[src/core/tmx_pkg.sv]
// Constants, register map and decode helpers for the test multiplexer select block.
package tmx_pkg;

  ////////////////////////////////////////////////////////////////////////////////
  // Bus and register geometry.
  localparam int ADDR_W = 8;
  localparam int DATA_W = 32;
  localparam int REG_W = 8;
  localparam int CODE_W = 5;
  localparam int CODE_LSB = 0;

  // Register indices; the byte address is four times the index.
  localparam logic [7:0] PROBE_SEL_IDX = 8'h07;
  localparam logic [7:0] INJECT_SEL_IDX = 8'h08;
  localparam logic [ADDR_W-1:0] PROBE_SEL_ADDR = {PROBE_SEL_IDX[5:0], 2'b00};
  localparam logic [ADDR_W-1:0] INJECT_SEL_ADDR = {INJECT_SEL_IDX[5:0], 2'b00};
  localparam logic [REG_W-1:0] SEL_RESET = 8'h00;

  // Bus answers.
  localparam logic [1:0] RESP_OKAY = 2'h0;
  localparam logic [1:0] RESP_SLVERR = 2'h2;

  ////////////////////////////////////////////////////////////////////////////////
  // Digital probe select codes.
  localparam logic [CODE_W-1:0] PRB_OFF = 5'h00;
  localparam logic [CODE_W-1:0] PRB_SUPPLY_FIRST = 5'h01;
  localparam logic [CODE_W-1:0] PRB_SUPPLY_LAST = 5'h06;
  localparam logic [CODE_W-1:0] PRB_DIAG_FIRST = 5'h07;
  localparam logic [CODE_W-1:0] PRB_DIAG_LAST = 5'h08;
  localparam logic [CODE_W-1:0] PRB_SWIRE = 5'h09;
  localparam logic [CODE_W-1:0] PRB_OSC = 5'h0a;
  localparam logic [CODE_W-1:0] PRB_XTAL = 5'h0b;
  localparam logic [CODE_W-1:0] PRB_CONV = 5'h0c;
  localparam logic [CODE_W-1:0] PRB_CHOP = 5'h0d;
  localparam logic [CODE_W-1:0] PRB_PMOD = 5'h0e;
  localparam logic [CODE_W-1:0] PRB_TMOD = 5'h0f;
  localparam logic [CODE_W-1:0] PRB_DECIM = 5'h10;
  localparam logic [CODE_W-1:0] PRB_TDECIM = 5'h11;
  localparam logic [CODE_W-1:0] PRB_IRQ_A = 5'h12;
  localparam logic [CODE_W-1:0] PRB_IRQ_B = 5'h13;
  localparam logic [CODE_W-1:0] PRB_IRQ_C = 5'h14;

  ////////////////////////////////////////////////////////////////////////////////
  // Analog injection select codes; one route line per code.
  localparam int INJECT_ROUTES = 18;
  localparam logic [CODE_W-1:0] INJ_GROUND = 5'h00;
  localparam logic [CODE_W-1:0] INJ_PMOD = 5'h03;
  localparam logic [CODE_W-1:0] INJ_CAP_TO_VOLTAGE_STAGE = 5'h04;
  localparam logic [CODE_W-1:0] INJ_DACBUF = 5'h08;
  localparam logic [CODE_W-1:0] INJ_BIAS = 5'h11;

  typedef enum logic [1:0] {TMX_REG_NONE, TMX_REG_PROBE, TMX_REG_INJECT} tmx_reg_t;

  // Address decode shared by the write and read paths.
  function automatic tmx_reg_t tmx_decode(input logic [ADDR_W-1:0] addr);
    tmx_reg_t sel;
    sel = TMX_REG_NONE;
    if (addr == PROBE_SEL_ADDR)
      sel = TMX_REG_PROBE;
    else if (addr == INJECT_SEL_ADDR)
      sel = TMX_REG_INJECT;
    return sel;
  endfunction

endpackage

[src/core/tmx_probe_if.sv]
// Select code and probe pin levels passed between the register block and the probe mux.
`timescale 1ns/100ps
interface tmx_probe_if;
  logic [tmx_pkg::CODE_W-1:0] code;
  logic probe_out_first;
  logic probe_out_second;

  modport ctrl (output code, input probe_out_first, input probe_out_second);
  modport mux (input code, output probe_out_first, output probe_out_second);
endinterface

[src/core/tmx_probe_mux.sv]
// Digital probe multiplexer: routes internal flag and clock pairs onto two pins.
`timescale 1ns/100ps
module tmx_probe_mux (
  input wire logic aclk,
  input wire logic aresetn,
  tmx_probe_if.mux prb,
  input wire logic [11:0] supply_monitor_flags,
  input wire logic [3:0] frontend_diag_flags,
  input wire logic swire_comp_lo,
  input wire logic swire_comp_hi,
  input wire logic osc_fast,
  input wire logic osc_watchdog,
  input wire logic osc_crystal,
  input wire logic charge_pump_clock,
  input wire logic pressure_conv_clock,
  input wire logic temp_conv_clock,
  input wire logic chopper_clock,
  input wire logic cap_frontend_clock,
  input wire logic pmod_bitstream,
  input wire logic pmod_error,
  input wire logic tmod_bitstream,
  input wire logic ram_selftest_retention_stop,
  input wire logic sensor_decim_pulse_a,
  input wire logic sensor_decim_pulse_b,
  input wire logic temp_decim_pulse,
  input wire logic [12:0] ext_irq_source
);

  logic [1:0] pair_d;
  logic [1:0] pair_q;
  logic [3:0] idx;

  ////////////////////////////////////////////////////////////////////////////////
  // Pair selection. Taps are sampled on aclk, so clocks above 20 MHz alias on the pins.
  always_comb
  begin
    pair_d = 2'h0;
    idx = 4'(prb.code - tmx_pkg::PRB_SUPPLY_FIRST);
    unique case (prb.code)
      tmx_pkg::PRB_OFF: pair_d = 2'h0;
      5'h01, 5'h02, 5'h03, 5'h04, 5'h05, 5'h06:
        pair_d = {supply_monitor_flags[{idx[2:0], 1'b1}], supply_monitor_flags[{idx[2:0], 1'b0}]};
      5'h07, 5'h08:
        pair_d = {frontend_diag_flags[{idx[0], 1'b1}], frontend_diag_flags[{idx[0], 1'b0}]};
      tmx_pkg::PRB_SWIRE: pair_d = {swire_comp_hi, swire_comp_lo};
      tmx_pkg::PRB_OSC: pair_d = {osc_watchdog, osc_fast};
      tmx_pkg::PRB_XTAL: pair_d = {charge_pump_clock, osc_crystal};
      tmx_pkg::PRB_CONV: pair_d = {temp_conv_clock, pressure_conv_clock};
      tmx_pkg::PRB_CHOP: pair_d = {cap_frontend_clock, chopper_clock};
      tmx_pkg::PRB_PMOD: pair_d = {pmod_error, pmod_bitstream};
      tmx_pkg::PRB_TMOD: pair_d = {ram_selftest_retention_stop, tmod_bitstream};
      tmx_pkg::PRB_DECIM: pair_d = {sensor_decim_pulse_b, sensor_decim_pulse_a};
      tmx_pkg::PRB_TDECIM: pair_d = {ext_irq_source[5], temp_decim_pulse};
      tmx_pkg::PRB_IRQ_A: pair_d = {ext_irq_source[8], ext_irq_source[7]};
      tmx_pkg::PRB_IRQ_B: pair_d = {ext_irq_source[10], ext_irq_source[9]};
      tmx_pkg::PRB_IRQ_C: pair_d = {ext_irq_source[12], ext_irq_source[11]};
      default: pair_d = 2'h0;
    endcase
  end

  // Registered pins keep glitches of the decode off the package.
  always_ff @(posedge aclk)
  begin
    if (!aresetn)
      pair_q <= 2'h0;
    else
      pair_q <= pair_d;
  end

  assign prb.probe_out_first = pair_q[0];
  assign prb.probe_out_second = pair_q[1];
endmodule // tmx_probe_mux

[src/core/tmx_sel_top.sv]
// Test multiplexer select registers on an AXI4-Lite slave, with probe and injection routing.
`timescale 1ns/100ps
module tmx_sel_top (
  input wire logic aclk,
  input wire logic aresetn,
  input wire logic [tmx_pkg::ADDR_W-1:0] awaddr,
  input wire logic awvalid,
  output logic awready,
  input wire logic [tmx_pkg::DATA_W-1:0] wdata,
  input wire logic [3:0] wstrb,
  input wire logic wvalid,
  output logic wready,
  output logic [1:0] bresp,
  output logic bvalid,
  input wire logic bready,
  input wire logic [tmx_pkg::ADDR_W-1:0] araddr,
  input wire logic arvalid,
  output logic arready,
  output logic [tmx_pkg::DATA_W-1:0] rdata,
  output logic [1:0] rresp,
  output logic rvalid,
  input wire logic rready,
  input wire logic [11:0] supply_monitor_flags,
  input wire logic [3:0] frontend_diag_flags,
  input wire logic swire_comp_lo,
  input wire logic swire_comp_hi,
  input wire logic osc_fast,
  input wire logic osc_watchdog,
  input wire logic osc_crystal,
  input wire logic charge_pump_clock,
  input wire logic pressure_conv_clock,
  input wire logic temp_conv_clock,
  input wire logic chopper_clock,
  input wire logic cap_frontend_clock,
  input wire logic pmod_bitstream,
  input wire logic pmod_error,
  input wire logic tmod_bitstream,
  input wire logic ram_selftest_retention_stop,
  input wire logic sensor_decim_pulse_a,
  input wire logic sensor_decim_pulse_b,
  input wire logic temp_decim_pulse,
  input wire logic [12:0] ext_irq_source,
  output logic general_pin_three,
  output logic general_pin_four,
  output logic [tmx_pkg::INJECT_ROUTES-1:0] analog_inject_route
);

  logic awready_q;
  logic wready_q;
  logic aw_got_q;
  logic w_got_q;
  logic [tmx_pkg::ADDR_W-1:0] awaddr_q;
  logic [tmx_pkg::REG_W-1:0] wbyte_q;
  logic wlane_q;
  logic bvalid_q;
  logic [1:0] bresp_q;
  logic arready_q;
  logic rvalid_q;
  logic [1:0] rresp_q;
  logic [tmx_pkg::DATA_W-1:0] rdata_q;
  logic [tmx_pkg::REG_W-1:0] probe_sel_q;
  logic [tmx_pkg::REG_W-1:0] inject_sel_q;
  logic [tmx_pkg::INJECT_ROUTES-1:0] route_d;
  logic [tmx_pkg::INJECT_ROUTES-1:0] route_q;
  logic commit;
  tmx_pkg::tmx_reg_t wsel;
  tmx_pkg::tmx_reg_t rsel;
  logic [tmx_pkg::CODE_W-1:0] inject_code;

  tmx_probe_if prb ();

  assign commit = aw_got_q && w_got_q && !bvalid_q;
  assign wsel = tmx_pkg::tmx_decode(awaddr_q);
  assign rsel = tmx_pkg::tmx_decode(araddr);
  assign inject_code = inject_sel_q[tmx_pkg::CODE_LSB +: tmx_pkg::CODE_W];

  ////////////////////////////////////////////////////////////////////////////////
  // Write address channel. Ready is held low while an address waits or a response is out,
  // so at most one write is ever in flight.
  always_ff @(posedge aclk)
  begin
    if (!aresetn)
    begin
      awready_q <= 1'b0;
      aw_got_q <= 1'b0;
      awaddr_q <= '0;
    end
    else if (awvalid && awready_q)
    begin
      awready_q <= 1'b0;
      aw_got_q <= 1'b1;
      awaddr_q <= awaddr;
    end
    else
    begin
      if (commit)
        aw_got_q <= 1'b0;
      awready_q <= !aw_got_q && !bvalid_q;
    end
  end

  // Write data channel; only the low byte lane carries register bits.
  always_ff @(posedge aclk)
  begin
    if (!aresetn)
    begin
      wready_q <= 1'b0;
      w_got_q <= 1'b0;
      wbyte_q <= '0;
      wlane_q <= 1'b0;
    end
    else if (wvalid && wready_q)
    begin
      wready_q <= 1'b0;
      w_got_q <= 1'b1;
      wbyte_q <= wdata[tmx_pkg::REG_W-1:0];
      wlane_q <= wstrb[0];
    end
    else
    begin
      if (commit)
        w_got_q <= 1'b0;
      wready_q <= !w_got_q && !bvalid_q;
    end
  end

  // Write response, issued the cycle after both halves are held.
  always_ff @(posedge aclk)
  begin
    if (!aresetn)
    begin
      bvalid_q <= 1'b0;
      bresp_q <= tmx_pkg::RESP_OKAY;
    end
    else if (commit)
    begin
      bvalid_q <= 1'b1;
      bresp_q <= (wsel == tmx_pkg::TMX_REG_NONE) ? tmx_pkg::RESP_SLVERR : tmx_pkg::RESP_OKAY;
    end
    else if (bvalid_q && bready)
      bvalid_q <= 1'b0;
  end

  ////////////////////////////////////////////////////////////////////////////////
  // Select registers. Every bit, including the unused upper ones, is writable.
  always_ff @(posedge aclk)
  begin
    if (!aresetn)
      probe_sel_q <= tmx_pkg::SEL_RESET;
    else if (commit && wlane_q && wsel == tmx_pkg::TMX_REG_PROBE)
      probe_sel_q <= wbyte_q;
  end

  always_ff @(posedge aclk)
  begin
    if (!aresetn)
      inject_sel_q <= tmx_pkg::SEL_RESET;
    else if (commit && wlane_q && wsel == tmx_pkg::TMX_REG_INJECT)
      inject_sel_q <= wbyte_q;
  end

  ////////////////////////////////////////////////////////////////////////////////
  // Read channel: one read in flight, answered one cycle after the address is taken.
  always_ff @(posedge aclk)
  begin
    if (!aresetn)
    begin
      arready_q <= 1'b0;
      rvalid_q <= 1'b0;
      rresp_q <= tmx_pkg::RESP_OKAY;
      rdata_q <= '0;
    end
    else if (arvalid && arready_q)
    begin
      arready_q <= 1'b0;
      rvalid_q <= 1'b1;
      unique case (rsel)
        tmx_pkg::TMX_REG_PROBE:
        begin
          rdata_q <= {24'h000000, probe_sel_q};
          rresp_q <= tmx_pkg::RESP_OKAY;
        end
        tmx_pkg::TMX_REG_INJECT:
        begin
          rdata_q <= {24'h000000, inject_sel_q};
          rresp_q <= tmx_pkg::RESP_OKAY;
        end
        default:
        begin
          rdata_q <= '0;
          rresp_q <= tmx_pkg::RESP_SLVERR;
        end
      endcase
    end
    else if (rvalid_q && rready)
      rvalid_q <= 1'b0;
    else
      arready_q <= !rvalid_q;
  end

  ////////////////////////////////////////////////////////////////////////////////
  // Analog injection routes: one switch line per code. Codes above INJ_BIAS fall back to the
  // grounded state, so the test inputs never float.
  generate
    for (genvar i = 0; i < tmx_pkg::INJECT_ROUTES; i++)
    begin : g_route
      if (i == 0)
      begin : g_ground
        assign route_d[i] = (inject_code == tmx_pkg::INJ_GROUND) ||
                            (inject_code > tmx_pkg::INJ_BIAS);
      end
      else
      begin : g_line
        assign route_d[i] = (inject_code == tmx_pkg::CODE_W'(i));
      end
    end
  endgenerate

  always_ff @(posedge aclk)
  begin
    if (!aresetn)
      route_q <= {{(tmx_pkg::INJECT_ROUTES-1){1'b0}}, 1'b1};
    else
      route_q <= route_d;
  end

  ////////////////////////////////////////////////////////////////////////////////
  // Probe pin mux.
  assign prb.code = probe_sel_q[tmx_pkg::CODE_LSB +: tmx_pkg::CODE_W];

  tmx_probe_mux u_probe (
    .aclk(aclk),
    .aresetn(aresetn),
    .prb(prb.mux),
    .supply_monitor_flags(supply_monitor_flags),
    .frontend_diag_flags(frontend_diag_flags),
    .swire_comp_lo(swire_comp_lo),
    .swire_comp_hi(swire_comp_hi),
    .osc_fast(osc_fast),
    .osc_watchdog(osc_watchdog),
    .osc_crystal(osc_crystal),
    .charge_pump_clock(charge_pump_clock),
    .pressure_conv_clock(pressure_conv_clock),
    .temp_conv_clock(temp_conv_clock),
    .chopper_clock(chopper_clock),
    .cap_frontend_clock(cap_frontend_clock),
    .pmod_bitstream(pmod_bitstream),
    .pmod_error(pmod_error),
    .tmod_bitstream(tmod_bitstream),
    .ram_selftest_retention_stop(ram_selftest_retention_stop),
    .sensor_decim_pulse_a(sensor_decim_pulse_a),
    .sensor_decim_pulse_b(sensor_decim_pulse_b),
    .temp_decim_pulse(temp_decim_pulse),
    .ext_irq_source(ext_irq_source)
  );

  // Outputs, each from a flip-flop.
  assign awready = awready_q;
  assign wready = wready_q;
  assign bvalid = bvalid_q;
  assign bresp = bresp_q;
  assign arready = arready_q;
  assign rvalid = rvalid_q;
  assign rresp = rresp_q;
  assign rdata = rdata_q;
  assign general_pin_three = prb.probe_out_first;
  assign general_pin_four = prb.probe_out_second;
  assign analog_inject_route = route_q;
endmodule // tmx_sel_top

[config.mk]
export PLATFORM = sky130hd
export DESIGN_NAME = tmx_sel_top
export DESIGN_NICKNAME = d
export VERILOG_FILES = /design/src/core/tmx_pkg.sv /design/src/core/tmx_probe_if.sv /design/src/core/tmx_probe_mux.sv /design/src/core/tmx_sel_top.sv
export SDC_FILE = /design/constraint.sdc
export NUM_CORES = 1
export LEC_CHECK = 0
export ABC_AREA = 1
export BUFFER_PORTS_ARGS = -buffer_cell sky130_fd_sc_hd__buf_2
export CORE_MARGIN = 4
export CORE_UTILIZATION = 45
export DETAILED_ROUTE_END_ITERATION = 8
export PLACE_DENSITY = 0.9
export SLEW_MARGIN = 20
export SYNTH_ARGS = -nofsm -noshare
export SYNTH_HDL_FRONTEND = slang
export SYNTH_SLANG_ARGS = --single-unit
[constraint.sdc]
create_clock -name aclk -period 2 [get_ports aclk]
set_clock_uncertainty 0.15 [all_clocks]
set_input_delay 0.5 -clock aclk [delete_from_list [all_inputs] [get_ports aclk]]
set_output_delay 0.5 -clock aclk [all_outputs]
set_load 0.05 [all_outputs]
# Yosys cells after proc, flatten, opt, wreduce, memory -nomap -nowiden
# Cells that the tools add are included.
# Widths: inputs -> output; s select.
[word_totals] mem_bits_ro=0 n_memories=0 output_inout_bits=61 latchBits=0 wordCells=121 ff_bits=96 input_bits=105 ramBits=0
[classes] muxes=23 n_addsub=1 bitwise=1 reduce_logical=29 n_div=0 mul=0 shift=0 n_eq_ne=45 n_lt_le_gt_ge=5
[op_table] op="$eq 5x4->1 const B" n=16
[op_table] op="$eq 5x3->1 const B" n=8
[op_table] op="$eq 5x5->1 const B" n=7
[op_table] op="$pmux 2 s14" n=1
[op_table] op="$eq 5x2->1 const B" n=4
[op_table] op="$eq 8x5->1 const B" n=2
[op_table] op="$eq 8x6->1 const B" n=2
[op_table] op="$pmux 8 s2" n=1
[op_table] op="$mux 1" n=13
[op_table] op="$logic_and 1x1->1" n=12
[op_table] op="$mux 2" n=6
[op_table] op="$eq 5x1->1 const B" n=2
[op_table] op="$lt 4x5->1 const B" n=2
[op_table] op="$reduce_or 2->1" n=5
[op_table] op="$reduce_bool 2->1" n=4
[op_table] op="$bmux 1 s3" n=2
[op_table] op="$lt 2x3->1 const B" n=2
[op_table] op="$reduce_or 6->1" n=1
[op_table] op="$gt 5x5->1 const B" n=1
[op_table] op="$logic_not 5->1" n=1
[op_table] op="$eq 2x1->1 const B" n=2
[op_table] op="$eq 2x2->1 const B" n=2
[op_table] op="$logic_not 1->1" n=4
[op_table] op="$sub 3x1->3 const B" n=1
[op_table] op="other kinds (3)" n=3

# Logic depth before layout (Yosys ltp)
# Gate-level depths: netlist of the first run.
[depth] depth_word=6 depth_mapped=13 ltp_nobuf=12

# Cells and area by module
# A second synthesis of the first run with hierarchy kept.
[hier_totals] hier_cells=512 area_unflattened_um2=3503.4
[by_module_without_submodules] mod="tmx_sel_top" area_per_inst_um2=2857.7 cells_each=375 seq_area_each_um2=1361.3 instances=1
[by_module_without_submodules] mod="tmx_probe_mux" area_per_inst_um2=645.6 cells_each=137 seq_area_each_um2=40.0 instances=1

# Worst setup path before layout of the first run
# No wires, ideal clock.
[synth_timing] path_kind="register to register" start="register probe_sel_q[0] (netlist name)" end="register u_probe.pair_q[1]" setup_ns=0.110 stages_incl_launch_ff=12 arrival_time_ns=1.531 slack_ns=0.210 path_buffers=1 required_time_ns=1.740 cell_sequence="dfxtp_1 > buf_4 > clkinv_1 > ha_1 > inv_1 > nand3_1 > nand2_1 > nand2_1 > nand3_1 > nand3_1 > nand2_1 > inv_1"
[synth_between] elab_chain_len=4 word_cells_on_any_way=28 classes_between="add/sub: 1; eq/ne: 20; mux: 5; reduce/logical: 2"
[synth_rtl] element="from (decl)" line="tmx_sel_top.sv:61" source="logic [tmx_pkg::REG_W-1:0] probe_sel_q;"
[synth_rtl] element="from (signal assigned)" line="tmx_sel_top.sv:149" source="probe_sel_q <= tmx_pkg::SEL_RESET;"
[synth_rtl] element="from (signal assigned)" line="tmx_sel_top.sv:151" source="probe_sel_q <= wbyte_q;"
[synth_rtl] element="$sub 3x1->3" line="tmx_probe_mux.sv:38" source="idx = 4'(prb.code - tmx_pkg::PRB_SUPPLY_FIRST);"
[synth_rtl] element="$bmux 1 s3 or $mux 1 (tied branches)" line="tmx_probe_mux.sv:42, tmx_probe_mux.sv:44"
[synth_rtl] element="$mux 1, on equally long branches" line="tmx_probe_mux.sv:42, tmx_probe_mux.sv:44"
[synth_rtl] element="$pmux 2 s14 *" line="tmx_probe_mux.sv:39" source="unique case (prb.code)"
[synth_rtl] element="to (signal assigned)" line="tmx_probe_mux.sv:67" source="pair_q <= pair_d;"
[synth_rtl] element="to (decl)" line="tmx_probe_mux.sv:30" source="logic [1:0] pair_q;"
# Every way passes the cells marked *; elsewhere a longest branch is shown, timed or not. The select of a mux whose other input is x is not followed.
# A chain may end at the register's enable or synchronous reset.

# Final worst setup path of the first run
# Same ends and word-level chain as after synthesis.

==> results.toml, run 1 <==
[status]
status = "finished, final reports clean"

[synth]
yosysSeqAreaShare = 0.421
yosysMostFrequentCell = "nand2_1"
post-synth-top-area-cell = "dfxtp_1"
synthCells = 489
synth_seq_cells = 70
ys.flop_type = "dfxtp_1"
synth_top_area_frac = 0.421
ys_types = 25
yosysWarnings = 0
syn_area_um2 = 3330
synth_area_leaders = "dfxtp_1 (42%), nand2_1 (11%), nor2_1 (11%), nand3_1 (6.8%), inv_1 (6.3%)"
async_reset_ff_frac = 0
syn_area_per_cell_um2 = 6.80
synth_edf_count = 0
ys_top_cells_by_count = "nand2_1 (100), nor2_1 (97), dfxtp_1 (70)"

[cells_and_area]
drive_gt1_frac = 0.227
multi_input_area_um2 = 1540
final-seq-area_um2 = 1400
syn2layout_area_growth_pct = 22.5
final_cells = 703
fillCellCount = 704
nets = 708
fin_util = 0.565
diodes = 0

[setup_path]
worstPathCellList = "clkinv_1, ha_1, inv_1, nor2_1, nand3_1, nand2_1, inv_1, nand2_1, nor2_1, nand3_1, nand2_1, inv_1"
critPathArrivalTime_ns = 1.85
worstSetupPathType = "reg -> reg"
ff2ff_path_depth = 12
crit_buf_inv = 4
reg2reg_from = "probe_sel_q[0]"
r2r_setup_slack_ns = 0.24
critPathRequiredTime_ns = 2.09
critical-path-top-delay-family = "simple AND/OR/NAND/NOR gates"
cp_slowest_cell = "dfxtp_1"
startpoint_type = "flip-flop"
cp_slowest_stage_delay_ns = 0.38
crit_fanout = 4
r2r_end = "u_probe.pair_q[1]"
end_kind = "flip-flop"

[clock_tree]
clk_pin_slew_ns = 0.07
cts_tree = "done"
cts_htree_levels = 3
clockBufferDepth = 2
cts_buffers = 9
hold_buffers = 0
clk_latency_ns = 0.34
numClockSinks = 70
post-cts-setup-buffers = 0
root_buffer = "clkbuf_8"
cts_resized = 0

[drt]
viasPerCell = 4.63
drc = 0
wl_mm = 7.82
wire_per_inst_um = 11.1
drtIter0Drc = 151
vias = 3252
drtAntennaViolNets = 0
firstDrtPassIters = 5

[timing]
post-route-period-util = 0.881
slew_viol_final = 0
period_needed_ns = 1.76
rsz0062_at_grt = "false"
setup_viol = 0
hold_viol = 0
setup_ws_ns = 0.237
tns_ns = 0
max_slew_margin = 0.635
worstMarginPinSlew_ns = 0.544
fmax_ghz = 0.567

[global_routing]
grt-ovfl-total = 0
grt_usage = 0.187
antenna_found_initial = 0
grt_start_max_net_pins = 31
grt_first_pass_wirelength_mm = 13.3
grt_pass1_vias = 3090

[placement]
dpl.cell_count = 687
preCtsSetupSlack_ns = 0.269
io_buffers = 106
gp_congestion = 0.907
hpwl_mm = 6.19

[power_and_ir_drop]
power.internal_mw = 2.15
p_sw_frac = 0.294
ir_drop_mv = 0.680
seqPwrFrac = 0.484
p_total_mw = 3.05
pwr_density_cell_nw_per_um2 = 749
netSwitchingPower_uw = 897
comb_power_share = 0.141
pwr-share-clk = 0.376
p_leak_nw = 2.11

[floorplanning]
die_area_um2 = 8830
rows = 31
start_util = 0.461
die-height_um = 94.0
die_w_um = 94.0
io_pins = 166
core_area_um2 = 7210

[min_path]
min_from = "awaddr[7]"
holdPathEnd = "awaddr_q[7]"
min_path_type = "in -> reg"
whs_path_depth = 3

[flow_run]
drv_cap = 0
worst register-to-register path, stage by stage (launching register included):
cell	delay [ns]
dfxtp_1	0.38
clkinv_1	0.16
ha_1	0.26
inv_1	0.07
nor2_1	0.07
nand3_1	0.10
nand2_1	0.06
inv_1	0.04
nand2_1	0.05
nor2_1	0.12
nand3_1	0.11
nand2_1	0.07
inv_1	0.04
sequential cells by signal (all words and copies together) (netlist names), 2 cells and up:
name,cells
u_probe.pair_q,2
awaddr_q,8
wbyte_q,8
rdata,8
inject_sel_q,8
analog_inject_route,18
probe_sel_q,8
how the worst max path moves through the flow:
stage                              start                end  slack [ns]  cells past startpoint
after floorplan           probe_sel_q[0]  u_probe.pair_q[1]        0.21                     11
after global placement    probe_sel_q[0]  u_probe.pair_q[0]        0.31                     12
after detailed placement  probe_sel_q[0]  u_probe.pair_q[1]        0.27                     12
after CTS                 probe_sel_q[0]  u_probe.pair_q[1]        0.26                     12
after global routing      probe_sel_q[0]  u_probe.pair_q[1]        0.08                     12
final                     probe_sel_q[0]  u_probe.pair_q[1]        0.24                     12
cell type report:
class / count / area share
Clock buffer: 9 / 0.0304
Sequential cell: 70 / 0.344
Clock inverter: 7 / 0.0203
Multi-Input combinational cell: 346 / 0.378
Tap cell: 99 / 0.0304
Timing Repair Buffer: 112 / 0.141
Inverter: 60 / 0.0553
power by group through the flow:
| stage | combinational [mW] | sequential, mW | clock (mW) |
|---|---|---|---|
| 6_report | 0.429 | 1.48 | 1.15 |
| 3_3_place_gp | 0.419 | 1.51 | 0 |
| 2_1_floorplan | 0.279 | 1.57 | 0 |
| 3_5_place_dp | 0.427 | 1.51 | 0 |
| 4_1_cts | 0.429 | 1.48 | 1.18 |
| 5_1_grt | 0.477 | 1.48 | 1.25 |
metrics by stage:
stage / hold WS, ns / instance area (µm²)
2_1_floorplan: 0.275 / 3420
3_3_place_gp: 0.295 / 3870
3_5_place_dp: 0.304 / 3870
4_1_cts: 0.238 / 4070
5_1_grt: 0.260 / 4070
6_report: 0.257 / 4070
layout by cell type, fill, tap and decap left out, drive strengths merged:
cell type	n
bufinv	1
dfxtp	70
nor4	3
nand4	5
clkinv	7
nand3	45
a21oi	21
nand2	103
inv	59
nor3	3
nor2	101
conb	26
ha	4
o21ai	31
o211ai	4
buf	112
clkbuf	9
per-layer routing:
layer / vias to the layer above / track usage / wire [µm]
met1: 1433 / 0.216 / 3200
met4: 0 / 0.0602 / 102
met2: 107 / 0.325 / 3930
li1: 1703 / - / -
met3: 9 / 0.0617 / 587
met5: - / 0 / 0
kinds of logic after synthesis:
logic type / Yosys count / share of synthesized area
adder cells (fa/ha/maj): 4 / 0.0150
AO/OA/AOI/OAI: 56 / 0.0873
AND/OR/NAND/NOR: 260 / 0.331
other: 1 / 0.00113
flip-flops: 70 / 0.421
buffers and inverters: 98 / 0.144
Note: power is estimated with default switching activity, not from simulation.
==> run 2: changes to the inputs <==
BUFFER_PORTS_ARGS = -buffer_cell sky130_fd_sc_hd__buf_4   (was -buffer_cell sky130_fd_sc_hd__buf_2)
==> run 2 against run 1 <==
Net effect:
- final cell count decreased by 0.14%
- via count rose by 2.3%
- sequential power about the same
- critical path type unchanged
- largest cell class unchanged
- largest power group unchanged
- highest routed layer unchanged
==> results.toml, run 2 (same netlist as run 1, synthesis figures left out) <==
[status]
status = "finished, final reports clean"

[timing]
fmax_ghz = 0.582
post-route-period-util = 0.859
max_slew_margin = 0.643
period_needed_ns = 1.72
worstMarginPinSlew_ns = 0.535
slew_viol_final = 0
setup_viol = 0
hold_viol = 0
tns_ns = 0
setup_ws_ns = 0.281
rsz0062_at_grt = "false"

[floorplanning]
die_w_um = 94.0
core_area_um2 = 7210
rows = 31
die_area_um2 = 8830
start_util = 0.461
io_pins = 166
die-height_um = 94.0

[power_and_ir_drop]
pwr_density_cell_nw_per_um2 = 740
p_total_mw = 3.22
p_leak_nw = 2.18
ir_drop_mv = 0.915

[clock_tree]
clockBufferDepth = 2
hold_buffers = 0
cts_htree_levels = 3
cts_tree = "done"
root_buffer = "clkbuf_8"
clk_pin_slew_ns = 0.07
cts_buffers = 9
numClockSinks = 70
clk_latency_ns = 0.33

[min_path]
min_path_type = "in -> reg"
holdPathEnd = "wbyte_q[4]"
whs_path_depth = 3
min_from = "wdata[4]"

[drt]
firstDrtPassIters = 4
wire_per_inst_um = 11.6
drtIter0Drc = 214
viasPerCell = 4.74
vias = 3326
wl_mm = 8.13
drc = 0
drtAntennaViolNets = 0

[cells_and_area]
final_cell_mix = "buf_4 (111), nand2_1 (100), nor2_1 (97)"
diodes = 0
drive_gt1_frac = 0.227
design_area_um2 = 4360
syn2layout_area_growth_pct = 31.0
final-seq-area_um2 = 1400
multi_input_area_um2 = 1540
final_common_cell = "buf_4"
largest_reg_flops = 18
fillCellCount = 640
fin_util = 0.604
nets = 707

[global_routing]
antenna_found_initial = 0
grt-ovfl-total = 0
grt_usage = 0.188
grt_busiest_layer = "met2"
grt_start_max_net_pins = 32
use_met3 = 0.0497
grt_first_pass_wirelength_mm = 13.3
met2_usage = 0.345
grt_pass1_vias = 3119
grtUsageMet1 = 0.206

[setup_path]
r2r_setup_slack_ns = 0.28
r2r_end = "u_probe.pair_q[0]"
startpoint_type = "flip-flop"
critPathArrivalTime_ns = 1.81
cp-startpoint = "probe_sel_q[0]"
end_kind = "flip-flop"
cp_slowest_stage_delay_ns = 0.43
reg2reg_from = "probe_sel_q[0]"
ff2ff_path_depth = 12
cp_slowest_cell = "dfxtp_1"
worstSetupPathType = "reg -> reg"
worstPathCellList = "inv_2, ha_1, nand2_1, inv_1, nand3_1, nand2_1, inv_1, nand2_1, nor2_1, nand3_1, nand2_1, inv_1"
crit_top_cell = "nand2_1"
crit_fanout = 5
critPathRequiredTime_ns = 2.09

[placement]
placed_cell_area_um2 = 4120
hpwl_mm = 6.49
preCtsSetupSlack_ns = 0.200
io_buffers = 106
gp_congestion = 0.889

[flow_run]
drv_cap = 0
-- run 2: cell types whose count changed in the layout (fill, tap and decap cells not counted), sizes merged --
cell,change
clkinvlp,+1
buf,-1
clkinv,-3
inv,-1
bufinv,+1
clkbuf,+2
-- run 2: layer usage --
metal | part of all wire | up-vias
met5 | 0 | -
li1 | - | 1704
met2 | 0.51 | 117
met1 | 0.40 | 1488
met4 | 0.017 | 0
met3 | 0.069 | 17
-- run 2: cell type report --
type | count | area share
tap | 99 | 0.0284
clock buffer | 11 | 0.0348
timing repair buffer | 111 | 0.191
multi-input combinational | 346 | 0.354
inverter | 60 | 0.0517
sequential | 70 | 0.322
clock inverter | 5 | 0.0187
-- run 2: how the worst max path moves through the flow --
stage	endpoint	slack, ns	cells past startpoint
after floorplan	u_probe.pair_q[1]	0.21	11
after global placement	u_probe.pair_q[1]	0.24	12
after detailed placement	u_probe.pair_q[0]	0.20	12
after CTS	u_probe.pair_q[0]	0.19	12
after global routing	u_probe.pair_q[1]	0.06	12
final	u_probe.pair_q[0]	0.28	12
-- run 2: metrics by stage --
step,cells,hold slack (ns)
2_1_floorplan,514,0.275
3_3_place_gp,686,0.296
3_5_place_dp,686,0.306
4_1_cts,702,0.245
5_1_grt,702,0.257
6_report,702,0.262
-- run 2: critical path: cells and delay by family (launching register included) --
kind | cells | cell delay (ns)
simple gates | 7 | 0.57
flops | 1 | 0.43
buf+inv | 4 | 0.23
fa+ha+maj | 1 | 0.23
-- run 2: power breakdown --
group          leakage (nW)  internal (mW)  switching, mW
registers             0.569           1.44         0.0346
clock network         0.116          0.770          0.500
logic                  1.50          0.167          0.310
total                  2.18           2.38          0.845
-- run 2: repair_timing --
item	4_1_cts	5_1_grt
gates resized for setup	0	1
setup endpoints to repair	0	1
setup buffers	0	0
==> run 3: changes to the inputs <==
ABC_AREA = 0   (was 1)
==> run 3 against run 2 <==
Net effect:
- clock power about the same
- synthesized cell count fell by 24%
- sequential power shrank 3%
- critical endpoint is now probe_sel_q[3]
- largest cell class unchanged
==> results.toml, run 3 <==
[status]
status = "finished, final reports clean"

[synth]
ys.flop_type = "dfxtp_1"
post-synth-top-area-cell = "dfxtp_1"
synth.mux.area_fraction = 0.0876
yosysSeqAreaShare = 0.423
synth_fa_ha_area_frac = 0.0151
synth_top_family_by_area = "simple AND/OR/NAND/NOR gates"
synth_seq_cells = 70
synth_top_area_frac = 0.423
synthCells = 371
synthSimpleGateAreaFrac = 0.232
synth_compound_area_frac = 0.142
synth_edf_count = 0
syn_area_um2 = 3310
synth-xor-area-share = 0.00264
ys_top_cells_by_count = "dfxtp_1 (70), nand2_1 (53), buf_4 (27)"
synth_area_leaders = "dfxtp_1 (42%), buf_4 (6.1%), mux2i_1 (6.0%), nand2_1 (6.0%), a21boi_0 (4.5%)"
yosysMostFrequentCell = "dfxtp_1"
async_reset_ff_frac = 0
yosysWarnings = 0
ys_types = 50
syn_area_per_cell_um2 = 8.93

[setup_path]
worstSetupPathType = "reg -> reg"
critPathRequiredTime_ns = 2.09
crit_fanout = 8
startpoint_type = "flip-flop"
critPathArrivalTime_ns = 1.97
end_kind = "flip-flop"

[power_and_ir_drop]
power.internal_mw = 2.27
seqPwrFrac = 0.473
pwr_density_cell_nw_per_um2 = 691
p_sw_frac = 0.257
comb_power_share = 0.121
netSwitchingPower_uw = 785
ir_drop_mv = 0.527
pwr-share-clk = 0.407
p_total_mw = 3.05
p_leak_nw = 1.81

[cells_and_area]
final_cell_mix = "buf_4 (120), dfxtp_1 (70), nand2_1 (53)"
fin_util = 0.613
drive_gt1_frac = 0.316
syn2layout_area_growth_pct = 33.4
final_common_cell = "buf_4"
nets = 591
diodes = 0
fillCellCount = 617
largest_reg_flops = 18

[clock_tree]
numClockSinks = 70
clk_pin_slew_ns = 0.07
cts_tree = "done"
clockBufferDepth = 2
root_buffer = "clkbuf_8"
clk_latency_ns = 0.34
cts_buffers = 9
hold_buffers = 0
cts_htree_levels = 3

[global_routing]
antenna_found_initial = 0
grt_usage = 0.183
grt_start_max_net_pins = 33
grt_pass1_vias = 2873
grt_first_pass_wirelength_mm = 12.7
grt-ovfl-total = 0

[placement]
gp_congestion = 0.881
io_buffers = 106
hpwl_mm = 6.03
preCtsSetupSlack_ns = 0.0841

[drt]
vias = 2918
viasPerCell = 4.98
drtAntennaViolNets = 0
drtIter0Drc = 265
drc = 0
firstDrtPassIters = 6
wire_per_inst_um = 13.7
wl_mm = 8.03

[floorplanning]
core_area_um2 = 7210
io_pins = 166
start_util = 0.459
die_w_um = 93.8
rows = 31
die_area_um2 = 8800
die-height_um = 93.8

[min_path]
min_path_type = "in -> reg"

[timing]
slew_viol_final = 0
period_needed_ns = 1.88
setup_viol = 0
hold_viol = 0
post-route-period-util = 0.942
setup_ws_ns = 0.116
fmax_ghz = 0.531

[flow_run]
drv_cap = 0
-- run 3: worst paths after layout --
| kind | start | to | slack (ns) | cells after the start |
|---|---|---|---|---|
| worst max-delay path | awaddr_q[6] | probe_sel_q[3] | 0.12 | 6 |
| worst min-delay path | awaddr[7] | awaddr_q[7] | 0.26 | 3 |
| worst max register to register | awaddr_q[6] | probe_sel_q[3] | 0.12 | 6 |
| worst min register to register | rvalid | arready | 0.31 | 1 |
-- run 3: worst max-delay path, stage by stage, from the launching register on --
cell     delay, ns
dfxtp_1       0.32
or4_4         0.53
nor2_2        0.12
and3_1        0.23
buf_12        0.15
mux2i_1       0.22
nor2b_1       0.06
-- run 3: cells by family after synthesis --
logic type / count (synthesis)
XOR/XNOR: 1
AND/OR/NAND/NOR: 149
buffers and inverters: 52
adder cells (fa/ha/maj): 4
other: 1
multiplexers: 26
AO/OA/AOI/OAI: 68
flip-flops: 70
-- run 3: timing repair --
| item | CTS | global route |
|---|---|---|
| endpoints found under the hold margin | 0 | 0 |
| resized for setup | 0 | 4 |
| endpoints found under the setup margin | 0 | 1 |
| setup buffers | 0 | 0 |
-- run 3: area by class of cell --
| type | count | area, µm² | share of cell area |
|---|---|---|---|
| clock buffers | 9 | 124 | 0.0280 |
| clock inverters | 7 | 98.8 | 0.0224 |
| inverters | 5 | 18.8 | 0.00425 |
| flip-flops and latches | 70 | 1400 | 0.317 |
| repair buffers | 122 | 941 | 0.213 |
| well taps | 99 | 124 | 0.0280 |
| multi-input cells | 274 | 1710 | 0.387 |
-- run 3: stage by stage --
| stage | std cells | hold slack [ns] | instance area (µm²) | setup TNS, ns |
|---|---|---|---|---|
| 2_1_floorplan | 396 | 0.286 | 3410 | 0 |
| 3_3_place_gp | 570 | 0.289 | 4170 | 0 |
| 3_5_place_dp | 570 | 0.307 | 4170 | 0 |
| 4_1_cts | 586 | 0.249 | 4390 | 0 |
| 5_1_grt | 586 | 0.254 | 4420 | -0.00960 |
| 6_report | 586 | 0.261 | 4420 | 0 |
-- run 3: power by group through the flow --
stage	Clock, mW	Combinational (mW)	Sequential, mW
3_5_place_dp	0	0.367	1.48
5_1_grt	1.33	0.394	1.45
4_1_cts	1.27	0.369	1.44
2_1_floorplan	0	0.232	1.50
6_report	1.24	0.368	1.44
3_3_place_gp	0	0.360	1.47
-- run 3: per-layer routing --
metal / GRT usage / part of all wire
met1: 0.199 / 0.40
met2: 0.321 / 0.52
met3: 0.0665 / 0.068
met4: 0.0746 / 0.019
met5: 0 / 0
